$ cat src/shared/sib_pkg.sv
package sib_pkg;
  // ----------------------------------------------------------------
  // Register map
  // ----------------------------------------------------------------
  localparam logic [7:0]  OFF_CTRL   = 8'h00;
  localparam logic [7:0]  OFF_BAUD   = 8'h04;
  localparam logic [7:0]  OFF_STATUS = 8'h08;
  localparam logic [7:0]  OFF_MASK   = 8'h0C;
  localparam logic [7:0]  OFF_TXDATA = 8'h10;
  localparam logic [7:0]  OFF_RXDATA = 8'h14;
  localparam logic [15:0] BAUD_RST   = 16'h0082;
  // Status bit positions; 0..3 sticky, 4..5 live levels
  localparam int ST_NOISE = 0;
  localparam int ST_FRAME = 1;
  localparam int ST_RXDONE = 2;
  localparam int ST_IDLE  = 3;
  localparam int ST_RXACT = 4;
  localparam int ST_TXE   = 5;
  // ----------------------------------------------------------------
  // Oversample tick numbers and character lengths
  // ----------------------------------------------------------------
  localparam logic [4:0] RT1  = 5'h01;
  localparam logic [4:0] RT3  = 5'h03;
  localparam logic [4:0] RT5  = 5'h05;
  localparam logic [4:0] RT8  = 5'h08;
  localparam logic [4:0] RT9  = 5'h09;
  localparam logic [4:0] RT10 = 5'h0A;
  localparam logic [4:0] RT16 = 5'h10;
  localparam logic [3:0] CHAR_SHORT = 4'hA;
  localparam logic [3:0] CHAR_LONG  = 4'hB;

  typedef struct packed {
    logic long_char;
    logic tx_on;
  } sib_ctrl_t;

  typedef struct packed {
    logic idle_sent;
    logic rx_done;
    logic framing;
    logic noise;
  } sib_evt_t;

  typedef enum {TXS_WAIT, TXS_SHIFT} sib_tx_state_t;
  typedef enum {RXS_SEARCH, RXS_START, RXS_DATA, RXS_STOP} sib_rx_state_t;
endpackage

$ cat src/core/sib_core.sv
// Chosen here: register access over APB and the register addresses.
`timescale 1ns/100ps
module sib_core (
  input  wire logic        pclk,       // Module clock, 20 MHz
  input  wire logic        presetn,    // Async reset, active low
  input  wire logic [7:0]  paddr,      // APB byte address
  input  wire logic        psel,       // APB select
  input  wire logic        penable,    // APB access phase
  input  wire logic        pwrite,     // APB direction
  input  wire logic [31:0] pwdata,     // APB write data
  output logic      [31:0] prdata,     // APB read data
  output logic             pready,     // APB ready, always high
  output logic             pslverr,    // APB error on unmapped address
  input  wire logic        ser_in,     // Serial receive line
  output logic             ser_out,    // Serial transmit line
  output logic             ser_out_oe, // Transmit line driven
  output logic             irq         // Level interrupt
);
  // ----------------------------------------------------------------
  // Declarations
  // ----------------------------------------------------------------
  sib_pkg::sib_ctrl_t     ctrl_reg, ctrl_next;
  logic [15:0]            baud_reg, baud_next, div_reg, div_next;
  logic [3:0]             status_reg, status_next, mask_reg, mask_next;
  sib_pkg::sib_evt_t      evt;
  sib_pkg::sib_tx_state_t tx_st_reg, tx_st_next;
  logic [10:0]            tx_sh_reg, tx_sh_next;
  logic [3:0]             tx_bits_reg, tx_bits_next, tx_rt_reg, tx_rt_next;
  logic                   tx_on_d_reg, idle_pend_reg, idle_pend_next;
  logic                   idle_frm_reg, idle_frm_next, buf_full_reg, buf_full_next;
  logic [8:0]             buf_reg, buf_next;
  logic                   tx_idle_evt;
  sib_pkg::sib_rx_state_t rx_st_reg, rx_st_next;
  logic [4:0]             rt_reg, rt_next;
  logic [1:0]             samp_reg, samp_next;
  logic [8:0]             rx_sh_reg, rx_sh_next, rx_data_reg, rx_data_next;
  logic [3:0]             rx_bits_reg, rx_bits_next;
  logic                   rx_act_reg, rx_act_next, rx_noise_evt, rx_frame_evt, rx_done_evt;
  logic [7:0]             idle_cnt_reg, idle_cnt_next;
  logic                   tick, wr, rd, v_maj, v_noise;
  logic [3:0]             char_len;

  // Idle character length in oversample ticks
  function automatic logic [7:0] idle_ticks(input logic long_char);
    idle_ticks = long_char ? 8'hB0 : 8'hA0;
  endfunction

  assign wr       = psel & penable & pwrite;
  assign rd       = psel & penable & ~pwrite;
  assign char_len = ctrl_reg.long_char ? sib_pkg::CHAR_LONG : sib_pkg::CHAR_SHORT;
  assign tick     = (div_reg == 16'h0000);
  assign evt      = '{idle_sent: tx_idle_evt, rx_done: rx_done_evt, framing: rx_frame_evt, noise: rx_noise_evt};

  // ----------------------------------------------------------------
  // APB slave and registers
  // ----------------------------------------------------------------
  // Zero wait states keep the slave trivial; reads are side-effect free
  always_comb begin
    ctrl_next   = ctrl_reg;
    baud_next   = baud_reg;
    mask_next   = mask_reg;
    status_next = status_reg;
    prdata      = 32'h0000_0000;
    pslverr     = 1'b0;
    if (wr && paddr == sib_pkg::OFF_CTRL) begin
      ctrl_next = sib_pkg::sib_ctrl_t'(pwdata[1:0]);
    end
    if (wr && paddr == sib_pkg::OFF_BAUD) begin
      baud_next = pwdata[15:0];
    end
    if (wr && paddr == sib_pkg::OFF_MASK) begin
      mask_next = pwdata[3:0];
    end
    if (wr && paddr == sib_pkg::OFF_STATUS) begin
      status_next = status_reg & ~pwdata[3:0];
    end
    status_next = status_next | evt; // Set wins over a same-cycle clear
    unique case (paddr)
      sib_pkg::OFF_CTRL:   prdata[1:0] = ctrl_reg;
      sib_pkg::OFF_BAUD:   prdata[15:0] = baud_reg;
      sib_pkg::OFF_STATUS: prdata[5:0] = {~buf_full_reg, rx_act_reg, status_reg};
      sib_pkg::OFF_MASK:   prdata[3:0] = mask_reg;
      sib_pkg::OFF_TXDATA: prdata = 32'h0000_0000;
      sib_pkg::OFF_RXDATA: prdata[8:0] = rx_data_reg;
      default:             pslverr = psel & penable;
    endcase
    if (!rd) begin
      prdata = 32'h0000_0000;
    end
    // Oversample divider: one tick every baud_reg+1 clocks
    div_next = tick ? baud_reg : div_reg - 16'h0001;
  end

  assign pready = 1'b1;
  assign irq    = |(status_reg & mask_reg);

  always_ff @(posedge pclk or negedge presetn) begin
    if (!presetn) begin
      ctrl_reg   <= '0;
      baud_reg   <= sib_pkg::BAUD_RST;
      div_reg    <= sib_pkg::BAUD_RST;
      mask_reg   <= 4'h0;
      status_reg <= 4'h0;
    end else begin
      ctrl_reg   <= ctrl_next;
      baud_reg   <= baud_next;
      div_reg    <= div_next;
      mask_reg   <= mask_next;
      status_reg <= status_next;
    end
  end

  // ----------------------------------------------------------------
  // Transmitter: frames, preamble and queued idle characters
  // ----------------------------------------------------------------
  // Any rise of tx_on_bit arms one idle; a late rise after the stop bit
  // lets a waiting byte start first, and the armed idle is sent after that byte
  always_comb begin
    tx_st_next     = tx_st_reg;
    tx_sh_next     = tx_sh_reg;
    tx_bits_next   = tx_bits_reg;
    tx_rt_next     = tx_rt_reg;
    idle_pend_next = idle_pend_reg;
    idle_frm_next  = idle_frm_reg;
    buf_full_next  = buf_full_reg;
    buf_next       = buf_reg;
    tx_idle_evt    = 1'b0;
    if (ctrl_reg.tx_on && !tx_on_d_reg) begin
      idle_pend_next = 1'b1;
    end
    unique case (tx_st_reg)
      sib_pkg::TXS_WAIT: begin
        tx_rt_next = 4'h0;
        if (ctrl_reg.tx_on && idle_pend_reg) begin
          tx_sh_next     = 11'h7FF;
          tx_bits_next   = char_len;
          idle_frm_next  = 1'b1;
          idle_pend_next = 1'b0;
          tx_st_next     = sib_pkg::TXS_SHIFT;
        end else if (ctrl_reg.tx_on && buf_full_reg) begin
          tx_sh_next    = ctrl_reg.long_char ? {1'b1, buf_reg, 1'b0} : {2'b11, buf_reg[7:0], 1'b0};
          tx_bits_next  = char_len;
          idle_frm_next = 1'b0;
          buf_full_next = 1'b0;
          tx_st_next    = sib_pkg::TXS_SHIFT;
        end
      end
      sib_pkg::TXS_SHIFT: begin
        // The frame runs to its end whatever tx_on_bit does
        if (tick) begin
          tx_rt_next = tx_rt_reg + 4'h1;
          if (tx_rt_reg == 4'hF) begin
            tx_sh_next   = {1'b1, tx_sh_reg[10:1]};
            tx_bits_next = tx_bits_reg - 4'h1;
            if (tx_bits_reg == 4'h1) begin
              tx_st_next  = sib_pkg::TXS_WAIT;
              tx_idle_evt = idle_frm_reg;
            end
          end
        end
      end
    endcase
    if (wr && paddr == sib_pkg::OFF_TXDATA) begin
      buf_full_next = 1'b1;
      buf_next      = pwdata[8:0];
    end
  end

  assign ser_out    = tx_sh_reg[0];
  assign ser_out_oe = ctrl_reg.tx_on | (tx_st_reg == sib_pkg::TXS_SHIFT);

  always_ff @(posedge pclk or negedge presetn) begin
    if (!presetn) begin
      tx_st_reg     <= sib_pkg::TXS_WAIT;
      tx_sh_reg     <= 11'h7FF;
      tx_bits_reg   <= 4'h0;
      tx_rt_reg     <= 4'h0;
      tx_on_d_reg   <= 1'b0;
      idle_pend_reg <= 1'b0;
      idle_frm_reg  <= 1'b0;
      buf_full_reg  <= 1'b0;
      buf_reg       <= 9'h000;
    end else begin
      tx_st_reg     <= tx_st_next;
      tx_sh_reg     <= tx_sh_next;
      tx_bits_reg   <= tx_bits_next;
      tx_rt_reg     <= tx_rt_next;
      tx_on_d_reg   <= ctrl_reg.tx_on;
      idle_pend_reg <= idle_pend_next;
      idle_frm_reg  <= idle_frm_next;
      buf_full_reg  <= buf_full_next;
      buf_reg       <= buf_next;
    end
  end

  // ----------------------------------------------------------------
  // Receiver: start search, verification and bit recovery
  // ----------------------------------------------------------------
  sib_vote u_vote (
    .samp  ({samp_reg, ser_in}),
    .maj   (v_maj),
    .noise (v_noise)
  );

  // Samples at 8 and 9 are held, the tick-10 sample is voted live
  always_comb begin
    rx_st_next    = rx_st_reg;
    rt_next       = rt_reg;
    samp_next     = samp_reg;
    rx_sh_next    = rx_sh_reg;
    rx_bits_next  = rx_bits_reg;
    rx_act_next   = rx_act_reg;
    idle_cnt_next = idle_cnt_reg;
    rx_data_next  = rx_data_reg;
    rx_noise_evt  = 1'b0;
    rx_frame_evt  = 1'b0;
    rx_done_evt   = 1'b0;
    if (tick) begin
      rt_next = (rt_reg == sib_pkg::RT16) ? sib_pkg::RT1 : rt_reg + 5'h01;
      if (rt_reg == sib_pkg::RT8 || rt_reg == sib_pkg::RT9) begin
        samp_next = {samp_reg[0], ser_in};
      end
      unique case (rx_st_reg)
        sib_pkg::RXS_SEARCH: begin
          rt_next = 5'h00;
          if (!ser_in) begin
            rx_act_next   = 1'b1;
            rt_next       = sib_pkg::RT1 + 5'h01;
            idle_cnt_next = 8'h00;
            rx_st_next    = sib_pkg::RXS_START;
          end else if (idle_cnt_reg == idle_ticks(ctrl_reg.long_char) - 8'h01) begin
            rx_act_next = 1'b0;
          end else begin
            idle_cnt_next = idle_cnt_reg + 8'h01;
          end
        end
        sib_pkg::RXS_START: begin
          if ((rt_reg == sib_pkg::RT3 || rt_reg == sib_pkg::RT5) && ser_in) begin
            rx_st_next = sib_pkg::RXS_SEARCH;
            rt_next    = 5'h00;
          end else if (rt_reg == sib_pkg::RT10) begin
            rx_noise_evt = v_noise | v_maj;
          end else if (rt_reg == sib_pkg::RT16) begin
            rx_bits_next = 4'h0;
            rx_st_next   = sib_pkg::RXS_DATA;
          end
        end
        sib_pkg::RXS_DATA: begin
          if (rt_reg == sib_pkg::RT10) begin
            rx_sh_next   = {v_maj, rx_sh_reg[8:1]};
            rx_noise_evt = v_noise;
          end else if (rt_reg == sib_pkg::RT16) begin
            rx_bits_next = rx_bits_reg + 4'h1;
            if (rx_bits_reg == char_len - 4'h3) begin
              rx_st_next = sib_pkg::RXS_STOP;
            end
          end
        end
        sib_pkg::RXS_STOP: begin
          if (rt_reg == sib_pkg::RT10) begin
            rx_frame_evt  = ~v_maj;
            rx_noise_evt  = v_noise;
            rx_done_evt   = 1'b1;
            rx_data_next  = ctrl_reg.long_char ? rx_sh_reg : {1'b0, rx_sh_reg[8:1]};
            idle_cnt_next = 8'h00;
            rt_next       = 5'h00;
            rx_st_next    = sib_pkg::RXS_SEARCH;
          end
        end
      endcase
    end
  end

  always_ff @(posedge pclk or negedge presetn) begin
    if (!presetn) begin
      rx_st_reg    <= sib_pkg::RXS_SEARCH;
      rt_reg       <= 5'h00;
      samp_reg     <= 2'h3;
      rx_sh_reg    <= 9'h000;
      rx_bits_reg  <= 4'h0;
      rx_act_reg   <= 1'b0;
      idle_cnt_reg <= 8'h00;
      rx_data_reg  <= 9'h000;
    end else begin
      rx_st_reg    <= rx_st_next;
      rt_reg       <= rt_next;
      samp_reg     <= samp_next;
      rx_sh_reg    <= rx_sh_next;
      rx_bits_reg  <= rx_bits_next;
      rx_act_reg   <= rx_act_next;
      idle_cnt_reg <= idle_cnt_next;
      rx_data_reg  <= rx_data_next;
    end
  end
endmodule

$ cat src/core/sib_vote.sv
`timescale 1ns/100ps
// ----------------------------------------------------------------
// Three-sample majority voter with disagreement detect
// ----------------------------------------------------------------
module sib_vote (
  input  wire logic [2:0] samp,  // Samples at ticks 8, 9, 10
  output logic            maj,   // Majority value
  output logic            noise  // Samples not unanimous
);
  // Only 000 and 111 count as clean
  assign maj   = (samp[0] & samp[1]) | (samp[0] & samp[2]) | (samp[1] & samp[2]);
  assign noise = (samp != 3'h0) && (samp != 3'h7);
endmodule

$ cat config.mk
export PLATFORM = sky130hd
export DESIGN_NAME = sib_core
export DESIGN_NICKNAME = d
export VERILOG_FILES = /design/src/shared/sib_pkg.sv /design/src/core/sib_core.sv /design/src/core/sib_vote.sv
export SDC_FILE = /design/constraint.sdc
export NUM_CORES = 1
export LEC_CHECK = 0
export ABC_AREA = 1
export BUFFER_PORTS_ARGS = -buffer_cell sky130_fd_sc_hd__buf_2
export CORE_MARGIN = 1
export CORE_UTILIZATION = 60
export CTS_CLUSTER_DIAMETER = 150
export DETAILED_ROUTE_END_ITERATION = 10
export PLACE_DENSITY = 0.82
export SYNTH_ARGS = -nofsm -noshare
export SYNTH_HDL_FRONTEND = slang
export SYNTH_SLANG_ARGS = --single-unit
$ cat constraint.sdc
create_clock -name pclk -period 4.2 [get_ports pclk]
set_input_delay 0.42 -clock pclk [delete_from_list [all_inputs] [get_ports pclk]]
set_output_delay 0.42 -clock pclk [all_outputs]
set_load 0.01 [all_outputs]
# After elaboration in Yosys (flattened, before gate mapping)
# Cells that the tools add are included.
# word_totals
wordCells,203
out_inout_bits,37
ff_bits,176
inputBits,46
# classes
bitwise,17
add_sub_neg,8
n_eq_ne,38
reduce_logical,37
muxes,80
# op_table
op,n
32-bit 2-to-1 mux,13
32-bit one-hot mux with 4 select lines,1
"32-bit by 2-bit == test with 1-bit output, second input constant",3
"32-bit by 1-bit == test with 1-bit output, second input constant",2
32-bit logical NOT,2
32-bit one-hot mux with 2 select lines,1
11-bit 2-to-1 mux,4
4-bit 2-to-1 mux,11
16-bit 2-to-1 mux,2
1-bit 2-to-1 mux,26
8-bit 2-to-1 mux,3
4-bit one-hot mux with 2 select lines,3
"2-bit != test, second input constant",11
11-bit one-hot mux with 2 select lines,1
5-bit 2-to-1 mux,4
"8-bit by 4-bit == test with 1-bit output, second input constant",2
"8-bit by 5-bit == test with 1-bit output, second input constant",2
16-bit logical NOT,1
8-bit one-hot mux with 2 select lines,1
"16-bit by 1-bit subtractor with 16-bit output, second input constant",1
"5-bit by 4-bit == test with 1-bit output, second input constant",3
"3-bit != test, second input constant",5
5-bit one-hot mux with 3 select lines,1
3-bit AND reduction,5
other kinds (43),72

# Longest topological paths before layout
# Gate-level depths: netlist of the first run.
# logic_depth
word_depth,9
depth_mapped,11
ltp_nobuf,11

# By module
# Synthesis of the first run repeated with hierarchy kept, for this count alone.
# hier_totals
cells_unflattened,821
area_unflattened_um2,6372.4
# modules_own_cells
module,instances,area_per_inst_um2,seq_area_each_um2,cells_per_inst
sib_core,1,6343.6,2872.8,814
sib_vote,1,28.8,0.0,7

# Worst setup path before layout of the first run
# OpenSTA, ideal clock, no wires.
# synth_path
path_kind,input -> output
start,input port paddr[0]
end,output port prdata[3]
t_required_ps,3780
arrival_ps,1424
path_buffers,1
path_stages,10
slack_ps,2356
path_cell_list,inv_1 -> nand2_1 -> nor2_4 -> nand2_2 -> nor2_4 -> buf_4 -> nand2_1 -> o21ai_0 -> nor2_1 -> nor2_1
# synth_via
elab_chain_len,3
word_cells_on_any_way,6
classes_between,4 x eq/ne; 2 x mux
# synth_rtl
item,line,text
from (decl),sib_core.sv:6,"input wire logic [7:0] paddr,"
"8-bit by 5-bit == test with 1-bit output, or another cell as far along",sib_core.sv:78,unique case (paddr)
2-bit one-hot mux with 4 select lines *,sib_core.sv:78,
16-bit 2-to-1 mux *,sib_core.sv:87,if (!rd) begin
to (decl),sib_core.sv:11,"output logic [31:0] prdata,"
# Mark *: on every way between the ends. The rest lies on a longest branch, timed or not.

# Final worst setup path of the first run
# layout_path
start,input port paddr[0]
end,output port prdata[4]
# layout_via
elab_chain_len,3
word_cells_on_any_way,5
classes_between,3 x eq/ne; 2 x mux
# layout_rtl
item,line
"8-bit by 5-bit == test with 1-bit output, or another cell as far along",sib_core.sv:78
2-bit one-hot mux with 3 select lines *,sib_core.sv:78
16-bit 2-to-1 mux *,sib_core.sv:87
# Marks and branches as above.

==> qor.yml, run 1 <==
run_status:
  status: "complete, no violations"
timing:
  slew_headroom_pct: 30.7
  fin_crit_sh_pct: 55.6
  fmax_ghz: 0.428
  fin_ws_ns: 1.87
  worst_pin_slew_ns: 1.04
  setup_viol: 0
  fin_tns_setup_ns: 0
  post-route-min-period_ns: 2.33
  slew_violations: 0
  hold_viol_final: 0
  skew_ns: 0.00838
  rsz0062_at_grt: "false"
clock_tree:
  cts_tree: "built"
  cts_inserted_buffers: 17
  cts_setup_buffers: 0
  htree_levels: 4
  cts.repair.resized: 0
  clock_latency_ns: 0.53
  path_clk_slew_ns: 0.05
  cts_hold_buffers: 0
  clock-sinks: 114
  cts_buffer_depth: 2
  root_buffer: "clkbuf_8"
pwr:
  p_leak_nw: 3.58
  sequentialPowerShare_pct: 41.8
  p_int_mw: 2.21
  p_per_area_mw_per_mm2: 412
  combinationalPowerShare_pct: 10.0
  p_total_mw: 2.94
  pwr-share-clk_pct: 48.2
  switchingPower_mw: 0.731
  irDropWorstVdd_uv: 278
  swShare_pct: 24.8
layout:
  area_growth_pct: 13.1
  antenna_cells: 0
  finalInstanceArea_mm2: 0.00714
  fin_cells: 1010
  mostFrequentLayoutCell: "nand2_1"
  drive_gt1_share_pct: 15.7
  final_cell_mix: "220 x nand2_1, 98 x dfrtp_1, 95 x inv_1"
  final_nets: 917
die:
  design.core.area_mm2: 0.0103
  num_rows: 37
  initial_core_util_pct: 61.4
  die_h_um: 105
  die-area_mm2: 0.0109
  dieWidth_um: 105
  ios: 83
setup_path:
  critPathCaptureType: "output port"
  reg2reg_slack_ns: 1.93
  critPathTopFamily: "simple AND/OR/NAND/NOR gates"
  crit_path_top_delay_cell: "nor2_4"
  cp_max_fo: 15
  worst-r2r-cell-count: 9
  cp_cell_sequence: "buf_2 > inv_1 > nand2_1 > nor2_4 > nand2_2 > nor2_4 > inv_1 > o211ai_1 > nand2_1 > inv_1 > buf_2"
  worstPathRequired_ns: 3.78
  crit_path_max_incr_delay_ns: 0.31
  timing.rr.end: "rx_data_reg[7]$_DFFE_PN0P_"
  critPathLaunchType: "input pin"
  crit_start: "paddr[0]"
  crit_type: "input pin to output port"
  timing.critical_path.mode_cell: "inv_1"
  crit_buf_inv: 5
  rr_startpoint: "div_reg[0]$_DFF_PN0_"
  cp.arrival_ns: 1.91
synthesis:
  synth-edff-count: 0
  synth.area.top_cells: "dfrtp_1 39%, nand2_1 13%, dfstp_2 6.7%"
  ys_seq_elements: 114
  synth_area_mm2: 0.00631
  ys_warn_count: 0
  synth_area_per_cell_um2: 7.77
  synthesis.instances: 812
  synth_top_area_cell: "dfrtp_1"
  synth_cell_type_count: 45
  seq_area_frac_synth_pct: 45.5
  synth-async-reset-ratio_pct: 100
  synth_top_area_share_pct: 38.9
  synth_top_flop_cell: "dfrtp_1"
placement:
  dp_cells: 978
  io_buffers: 49
  post_dp_cell_area_mm2: 0.00655
  dp_slack_ns: 1.88
  hpwl_um: 10300
  place_congestion: 0.953
job:
  drv_cap: 0
global_routing:
  track_usage_pct: 28.9
  grt_max_degree: 85
  grt_pass1_vias: 5298
  antenna_found_initial: 0
  globalRouteOverflowTotal: 0
  grt_pass1_wl_um: 24800
drt:
  drtIter0Drc: 365
  vias: 5442
  wire_per_inst_um: 14.5
  ant_nets: 0
  viasPerCell: 5.39
  drcViolationCount: 0
  routed_wl_um: 14600
  drt-pass1-iter-count: 6
worst_hold_path:
  hold_path.class: "input pin to async pin"
[area by class of cell]
| type | count | area (um^2) |
|---|---|---|
| Clock buffer | 28 | 515 |
| Clock inverter | 4 | 72.6 |
| Fill cell | 807 | 3140 |
| Timing Repair Buffer | 50 | 255 |
| Inverter | 105 | 394 |
| Tap cell | 136 | 170 |
| Multi-Input combinational cell | 573 | 2860 |
| Sequential cell | 114 | 2870 |
[power by group through the flow]
stage / clock network (mW) / registers (mW) / logic, mW
2_1_floorplan: 0 / 1.22 / 0.232
3_3_place_gp: 0 / 1.24 / 0.279
3_5_place_dp: 0 / 1.24 / 0.293
4_1_cts: 1.43 / 1.23 / 0.297
5_1_grt: 1.48 / 1.24 / 0.343
6_report: 1.42 / 1.23 / 0.295
[cells in the mapped netlist (3+ instances only)]
cell / instances
nand2_1: 220
dfrtp_1: 98
inv_1: 95
nor2_1: 73
nand3_1: 59
o21ai_0: 46
o21ai_1: 42
buf_4: 19
dfstp_2: 16
o22ai_1: 13
a21oi_1: 11
ha_1: 10
nand4_1: 10
o21ai_2: 9
inv_2: 8
buf_2: 7
xor2_1: 7
nand2_2: 6
nor3_1: 6
xnor2_1: 6
clkbuf_1: 5
nor2_4: 5
buf_6: 4
nor4_1: 4
nand3_2: 3
o211ai_1: 3
[through the flow]
| step | utilization (%) | hold slack, ns |
|---|---|---|
| 6_report | 69.4 | 0.0931 |
| 5_1_grt | 69.4 | 0.123 |
| 4_1_cts | 69.4 | 0.112 |
| 2_1_floorplan | - | 0.124 |
| 3_3_place_gp | 63.7 | 0.457 |
| 3_5_place_dp | 63.7 | 0.462 |
[metal layers]
| layer | global-route usage (%) | part of all wire (%) |
|---|---|---|
| met1 | 35.3 | 43 |
| met3 | 6.99 | 4.3 |
| met2 | 49.0 | 51 |
| met5 | 0 | 0 |
| met4 | 11.7 | 1.8 |
[worst max path at each step]
stage           endpoint  depth (start not counted)
2_1_floorplan  prdata[3]                         10
3_3_place_gp   prdata[4]                         11
3_5_place_dp   prdata[4]                         11
4_1_cts        prdata[4]                         11
5_1_grt        prdata[4]                         11
6_report       prdata[4]                         11
[cell families after synthesis]
logic type	after synthesis	synth area share (%)
AOI/OAI and AO/OA	134	12.1
xor gates and xnor gates	13	1.80
adders and majority gates	10	1.98
buffers and inverters	140	10.1
DFF	114	45.5
other	2	0.119
and+or+nand+nor	399	28.4
Power figures use the tool's default switching activity.
==> run 2: changes to the inputs <==
--- a/config.mk
+++ b/config.mk
@@ -8,10 +8,10 @@
 export ABC_AREA = 1
 export BUFFER_PORTS_ARGS = -buffer_cell sky130_fd_sc_hd__buf_2
 export CORE_MARGIN = 1
-export CORE_UTILIZATION = 60
+export CORE_UTILIZATION = 58
 export CTS_CLUSTER_DIAMETER = 150
 export DETAILED_ROUTE_END_ITERATION = 10
-export PLACE_DENSITY = 0.82
+export PLACE_DENSITY = 0.8
 export SYNTH_ARGS = -nofsm -noshare
 export SYNTH_HDL_FRONTEND = slang
 export SYNTH_SLANG_ARGS = --single-unit
==> constraint.sdc (replaced) <==
create_clock -name pclk -period 2.2 [get_ports pclk]
set_input_delay 0.22 -clock pclk [delete_from_list [all_inputs] [get_ports pclk]]
set_output_delay 0.22 -clock pclk [all_outputs]
set_load 0.01 [all_outputs]
==> run 2 against run 1 <==
  * Clock skew is 0.0012 ns lower
  * Die area up 3.4%
  * Setup slack worse by 1.6 ns
  * Global-route usage rose by 0.12 points
  * Worst hold slack got worse by 0.053 ns
  * Combinational power increased by 110%
  * Critical path depth unchanged
  * Critical path type unchanged
  * Critical endpoint unchanged
  * Largest cell class unchanged
==> qor.yml, run 2 (synthesis results as in run 1) <==
die:
  die_h_um: 106  # was 105 um
  ios: 83  # unchanged
  num_rows: 37  # unchanged
  initial_core_util_pct: 60.6  # was 61.4%
  die-area_mm2: 0.0113  # was 0.0109 mm^2
  design.core.area_mm2: 0.0104  # was 0.0103 mm^2
  dieWidth_um: 106  # was 105 um
setup_path:
  path_depth: 11  # unchanged
  rr_startpoint: "div_reg[0]$_DFF_PN0_"  # unchanged
  cp.arrival_ns: 1.75  # was 1.91 ns
  critPathTopFamily: "simple AND/OR/NAND/NOR gates"  # unchanged
  crit_start: "paddr[1]"  # was paddr[0]
  cp_cell_sequence: "buf_2 > inv_1 > nand2_1 > nor2_4 > nand2_2 > nor2_4 > inv_1 > o211ai_1 > nand2_1 > inv_1 > buf_2"  # unchanged
  cp_max_fo: 15  # unchanged
  worstPathRequired_ns: 1.98  # was 3.78 ns
  critPathCaptureType: "output port"  # unchanged
  crit_path_max_incr_delay_ns: 0.30  # was 0.31 ns
  crit_buf_inv: 5  # unchanged
  timing.critical_path.mode_cell: "inv_1"  # unchanged
  reg2reg_slack_ns: 0.29  # was 1.93 ns
  crit_type: "input pin to output port"  # unchanged
  crit_path_top_delay_cell: "nor2_4"  # unchanged
  crit_end: "prdata[4]"  # unchanged
  timing.rr.end: "rx_sh_reg[4]$_DFFE_PN0P_"  # was rx_data_reg[7]$_DFFE_PN0P_
  critPathLaunchType: "input pin"  # unchanged
  worst-r2r-cell-count: 9  # unchanged
global_routing:
  grt_pass1_vias: 5339  # was 5298
  grt_max_degree: 57  # was 85
  grt_pass1_wl_um: 25200  # was 24800 um
  antenna_found_initial: 0  # unchanged
  track_usage_pct: 29.0  # was 28.9%
  globalRouteOverflowTotal: 0  # unchanged
drt:
  drt-pass1-iter-count: 8  # was 6
  routed_wl_um: 15300  # was 14600 um
  drtIter0Drc: 528  # was 365
  viasPerCell: 5.46  # was 5.39
  vias: 5617  # was 5442
  wire_per_inst_um: 14.9  # was 14.5 um
  ant_nets: 0  # unchanged
  drcViolationCount: 0  # unchanged
clock_tree:
  cts_tree: "built"  # unchanged
  clock-sinks: 114  # unchanged
  root_buffer: "clkbuf_8"  # unchanged
  cts_inserted_buffers: 17  # unchanged
  path_clk_slew_ns: 0.06  # was 0.05 ns
  cts_setup_buffers: 0  # unchanged
  cts_buffer_depth: 2  # unchanged
  clock_latency_ns: 0.52  # was 0.53 ns
  htree_levels: 4  # unchanged
layout:
  fin_util_pct: 70.7  # was 69.4%
  mostFrequentLayoutCell: "nand2_1"  # unchanged
  area_growth_pct: 16.7  # was 13.1%
  finalInstanceArea_mm2: 0.00736  # was 0.00714 mm^2
  final_nets: 936  # was 917
  antenna_cells: 0  # unchanged
  fillCellCount: 783  # was 807
  final_cell_mix: "220 x nand2_1, 98 x dfrtp_1, 95 x inv_1"  # unchanged
  fin_cells: 1029  # was 1010
  drive_gt1_share_pct: 16.6  # was 15.7%
pwr:
  p_total_mw: 5.84  # was 2.94 mW
  irDropWorstVdd_uv: 630  # was 278 uV
  p_leak_nw: 3.68  # was 3.58 nW
  p_per_area_mw_per_mm2: 793  # was 412 mW/mm^2
timing:
  slew_headroom_pct: 59.2  # was 30.7%
  skew_ns: 0.00715  # was 0.00838 ns
  fin_tns_setup_ns: 0  # unchanged
  slew_violations: 0  # unchanged
  fin_crit_sh_pct: 89.8
  fin_hold_ws_ns: 0.0401  # was 0.0931 ns
  post-route-min-period_ns: 1.97
  worst_pin_slew_ns: 0.610  # was 1.04 ns
  hold_viol_final: 0  # unchanged
  fmax_ghz: 0.506
  fin_ws_ns: 0.225  # was 1.87 ns
  rsz0062_at_grt: "false"  # unchanged
  setup_viol: 0  # unchanged
job:
  drv_cap: 0  # unchanged
worst_hold_path:
  hold_path.class: "input pin to flip-flop"  # was input pin to async pin
placement:
  dp_slack_ns: 0.300  # was 1.88 ns
  io_buffers: 49  # unchanged
  post_dp_cell_area_mm2: 0.00661  # was 0.00655 mm^2
  place_congestion: 0.900  # was 0.953
  dp_cells: 984  # was 978
  hpwl_um: 10300  # about the same
run_status:
  status: "complete, no violations"  # unchanged
## run 2: worst min path at each step
stage                         start                    endpoint  cells past startpoint
after global routing      pwdata[0]     baud_reg[0]$_DFFE_PN0P_                      3
final                     pwdata[2]     baud_reg[2]$_DFFE_PN0P_                      3
after detailed placement    presetn  tx_bits_reg[3]$_DFFE_PN0P_                      1
after CTS                    ser_in     samp_reg[0]$_DFFE_PN1P_                      3
after floorplan             presetn                   async pin                      0
after global placement      presetn  tx_bits_reg[3]$_DFFE_PN0P_                      1
## run 2: layer usage
layer	share of wire, %	global-route usage [%]	routed length, um	vias to the layer above
met4	2.1	10.3	319	0
met3	5.1	6.87	779	32
met1	42	36.5	6490	2658
met5	0	0	0	-
met2	50	48.7	7730	215
li1	-	-	-	2712
## run 2: layout make-up
type	instances	area, um^2	share of cell area (%)
Clock buffer	19	442	6.00
Clock inverter	13	183	2.48
Inverter	105	394	5.35
Multi-Input combinational cell	573	2860	38.8
Sequential cell	114	2870	39.0
Tap cell	136	170	2.31
Timing Repair Buffer	69	443	6.02
## run 2: timing repair
item                                   in CTS  in global routing
resized for setup                           0                  0
endpoints found under the hold margin      45                  0
hold buffers                               13                  0
## run 2: power breakdown
group          internal (mW)  switching, mW  total [mW]
Clock                   1.90          0.994        2.89
Sequential              2.23         0.0976        2.32
Combinational          0.232          0.393       0.625
Total                   4.35           1.48        5.84
## run 2: tightest hold or removal path, cell delays in order
cell	delay (ns)
buf_2	0.09
inv_1	0.08
o21ai_1	0.13
==> run 3: changes to the inputs <==
--- a/config.mk
+++ b/config.mk
@@ -7,11 +7,12 @@
 export LEC_CHECK = 0
 export ABC_AREA = 1
 export BUFFER_PORTS_ARGS = -buffer_cell sky130_fd_sc_hd__buf_2
-export CORE_MARGIN = 1
+export CORE_MARGIN = 2
 export CORE_UTILIZATION = 58
 export CTS_CLUSTER_DIAMETER = 150
 export DETAILED_ROUTE_END_ITERATION = 10
 export PLACE_DENSITY = 0.8
 export SYNTH_ARGS = -nofsm -noshare
 export SYNTH_HDL_FRONTEND = slang
+export SYNTH_HIERARCHICAL = 1
 export SYNTH_SLANG_ARGS = --single-unit
==> run 3 against run 2 <==
  * Clock-buffer cell count shrank 1
  * Non-clock buffer count up 4
  * Setup slack improved by 0.032 ns
  * Die area is 4.8% higher
  * Register-to-register slack got worse by 0.03 ns
  * Largest power group unchanged
==> qor.yml, run 3 <==
die:
  ios: 83  # unchanged
  design.core.area_mm2: 0.0108  # was 0.0104 mm^2
  die_h_um: 109  # was 106 um
  die-area_mm2: 0.0118  # was 0.0113 mm^2
  dieWidth_um: 109  # was 106 um
  initial_core_util_pct: 59.0  # was 60.6%
  num_rows: 38  # was 37
synthesis:
  synth_top_area_cell: "dfrtp_1"  # unchanged
  seq_area_frac_synth_pct: 45.1  # was 45.5%
  synth_cell_type_count: 43  # was 45
  synth-async-reset-ratio_pct: 100  # unchanged
  muxShareOfSynthArea_pct: 0  # unchanged
  synth_top_area_share_pct: 38.5  # was 38.9%
  synth-edff-count: 0  # unchanged
  synthSimpleGateAreaFrac_pct: 27.7  # was 28.4%
  synth_compound_area_share_pct: 13.1  # was 12.1%
  synth_top_flop_cell: "dfrtp_1"  # unchanged
  synth-adder-area-share_pct: 1.96  # was 1.98%
  synth_top_family_by_area: "simple AND/OR/NAND/NOR gates"  # unchanged
  ys_warn_count: 6  # was 0
  ys_seq_elements: 114  # unchanged
  synth.area.top_cells: "dfrtp_1 38%, nand2_1 13%, dfstp_2 6.6%"  # was dfrtp_1 39%, nand2_1 13%, dfstp_2 6.7%
  synth_area_mm2: 0.00637  # was 0.00631 mm^2
  yosysMostFrequentCell: "nand2_1"  # unchanged
  synthesis.instances: 821  # was 812
  synth_xor_area_share_pct: 1.65  # was 1.80%
  synth_area_per_cell_um2: 7.76  # was 7.77 um^2
  synth_common_cells: "217 x nand2_1, 98 x dfrtp_1, 98 x inv_1"  # was 220 x nand2_1, 98 x dfrtp_1, 95 x inv_1
layout:
  final_cell_mix: "217 x nand2_1, 98 x inv_1, 98 x dfrtp_1"  # was 220 x nand2_1, 98 x dfrtp_1, 95 x inv_1
  area_growth_pct: 16.5  # was 16.7%
  multi_input_comb_area_mm2: 0.00290  # was 0.00286 mm^2
  fillCellCount: 829  # was 783
  regArea_mm2: 0.00287  # unchanged
  drive_gt1_share_pct: 17.3  # was 16.6%
  final_nets: 950  # was 936
  mostFrequentLayoutCell: "nand2_1"  # unchanged
  antenna_cells: 0  # unchanged
clock_tree:
  cts.repair.resized: 0  # unchanged
  cts_setup_buffers: 0  # unchanged
  cts_inserted_buffers: 17  # unchanged
  cts_buffer_depth: 2  # unchanged
  clock_latency_ns: 0.52  # about the same
  path_clk_slew_ns: 0.07  # was 0.06 ns
  root_buffer: "clkbuf_8"  # unchanged
  htree_levels: 4  # unchanged
  clock-sinks: 114  # unchanged
  cts_hold_buffers: 13  # unchanged
  cts_tree: "built"  # unchanged
placement:
  io_buffers: 49  # unchanged
  hpwl_um: 10000  # was 10300 um
  place_congestion: 0.905  # was 0.900
global_routing:
  antenna_found_initial: 0  # unchanged
  grt_max_degree: 52  # was 57
  grt_pass1_vias: 5263  # was 5339
  track_usage_pct: 26.4  # was 29.0%
  grt_pass1_wl_um: 24600  # was 25200 um
  globalRouteOverflowTotal: 0  # unchanged
pwr:
  irDropWorstVdd_uv: 519  # was 630 uV
  p_leak_nw: 3.68  # about the same
  p_per_area_mw_per_mm2: 768  # was 793 mW/mm^2
job:
  drv_cap: 0  # unchanged
drt:
  viasPerCell: 5.35  # was 5.46
  drtIter0Drc: 461  # was 528
  routed_wl_um: 14600  # was 15300 um
  drcViolationCount: 0  # unchanged
  vias: 5599  # was 5617
  ant_nets: 0  # unchanged
  wire_per_inst_um: 13.9  # was 14.9 um
  drt-pass1-iter-count: 6  # was 8
timing:
  rsz0062_at_grt: "false"  # unchanged
  setup_viol: 0  # unchanged
  skew_ns: 0.00974  # was 0.00715 ns
  fin_hold_ws_ns: 0.0295  # was 0.0401 ns
  hold_viol_final: 0  # unchanged
  post-route-min-period_ns: 1.94  # was 1.97 ns
  fin_crit_sh_pct: 88.3  # was 89.8%
  worst_pin_slew_ns: 0.497  # was 0.610 ns
  fin_tns_setup_ns: 0  # unchanged
  slew_headroom_pct: 66.8  # was 59.2%
  fmax_ghz: 0.515  # was 0.506 GHz
  slew_violations: 0  # unchanged
setup_path:
  critPathLaunchType: "flip-flop"  # was input pin
  cp_max_fo: 21  # was 15
  worstPathRequired_ns: 2.65  # was 1.98 ns
  crit_type: "flip-flop to flip-flop"  # was input pin to output port
  rr_startpoint: "div_reg[0]$_DFF_PN0_"  # unchanged
  cp.arrival_ns: 2.39  # was 1.75 ns
  crit_start: "div_reg[0]$_DFF_PN0_"  # was paddr[1]
  critPathCaptureType: "flip-flop"  # was output port
worst_hold_path:
  hold_path.class: "input pin to flip-flop"  # unchanged
  holdCritStartpoint: "pwdata[6]"  # was pwdata[2]
run_status:
  status: "complete, no violations"  # unchanged
run 3: cell types whose count changed in the layout (fill, tap and decap cells not counted), moves of 5 or more:
cell     previous run  this run
o21ai_2             9        17
inv_8               0         5
a21oi_1            11        20
o21ai_1            42         6
o21ai_0            46        78
run 3: kinds of logic (layout without fill, tap and decap cells):
logic type                 count (synthesis)  in the layout
AOI/OAI and AO/OA                        143            143
buffers and inverters                    141            212
DFF                                      114            114
other                                      2             17
and+or+nand+nor                          399            399
xor gates and xnor gates                  12             12
adders and majority gates                 10             10
run 3: layout make-up:
class | count | area share (%)
Clock inverter | 14 | 2.11
Timing Repair Buffer | 73 | 6.37
Clock buffer | 18 | 5.92
Tap cell | 140 | 2.36
Multi-Input combinational cell | 581 | 39.0
Inverter | 107 | 5.48
Sequential cell | 114 | 38.7
run 3: path summary, 6_finish.rpt:
kind	to	slack, ns	cells past startpoint
setup / recovery	tx_bits_reg[3]$_DFFE_PN0P_	0.26	10
hold / removal	buf_reg[6]$_DFFE_PN0P_	0.03	3
setup reg to reg	tx_bits_reg[3]$_DFFE_PN0P_	0.26	10
hold reg to reg	div_reg[0]$_DFF_PN0_	0.48	1
max in group asynchronous	baud_reg[1]$_DFFE_PN1P_	1.41	3
min in group asynchronous	div_reg[12]$_DFF_PN0_	0.11	2
run 3: power by group:
part,internal (mW),switching [mW]
Sequential,2.23,0.0810
Clock,1.62,1.12
Combinational,0.235,0.413
run 3: metrics by stage:
step	util, %	std cells	cell area (um^2)	setup slack (ns)	total power, mW
2_1_floorplan	-	836	6430	0.582	2.75
3_3_place_gp	62.0	1002	6700	0.288	2.94
3_5_place_dp	62.0	1002	6700	0.286	2.95
4_1_cts	68.8	1047	7420	0.260	5.73
5_1_grt	68.8	1047	7420	0.0459	5.94
6_report	68.8	1047	7420	0.257	5.70
run 3: worst max-delay path, stage by stage, from the launching register on:
cell and delay, ns:
dfrtp_1 0.37, inv_1 0.08, ha_1 0.20, nand3_2 0.12
nor2_4 0.20, nand3_4 0.21, nand2_2 0.14, nand2_2 0.21
inv_2 0.19, o21ai_0 0.09, o21ai_0 0.07
run 3: per-layer routing:
| layer | global-route usage [%] | vias to the layer above | routed length (um) |
|---|---|---|---|
| met5 | 0 | - | 0 |
| met4 | 11.1 | 0 | 346 |
| met3 | 5.74 | 40 | 850 |
| met2 | 42.0 | 189 | 6960 |
| met1 | 35.2 | 2602 | 6450 |
| li1 | - | 2768 | - |
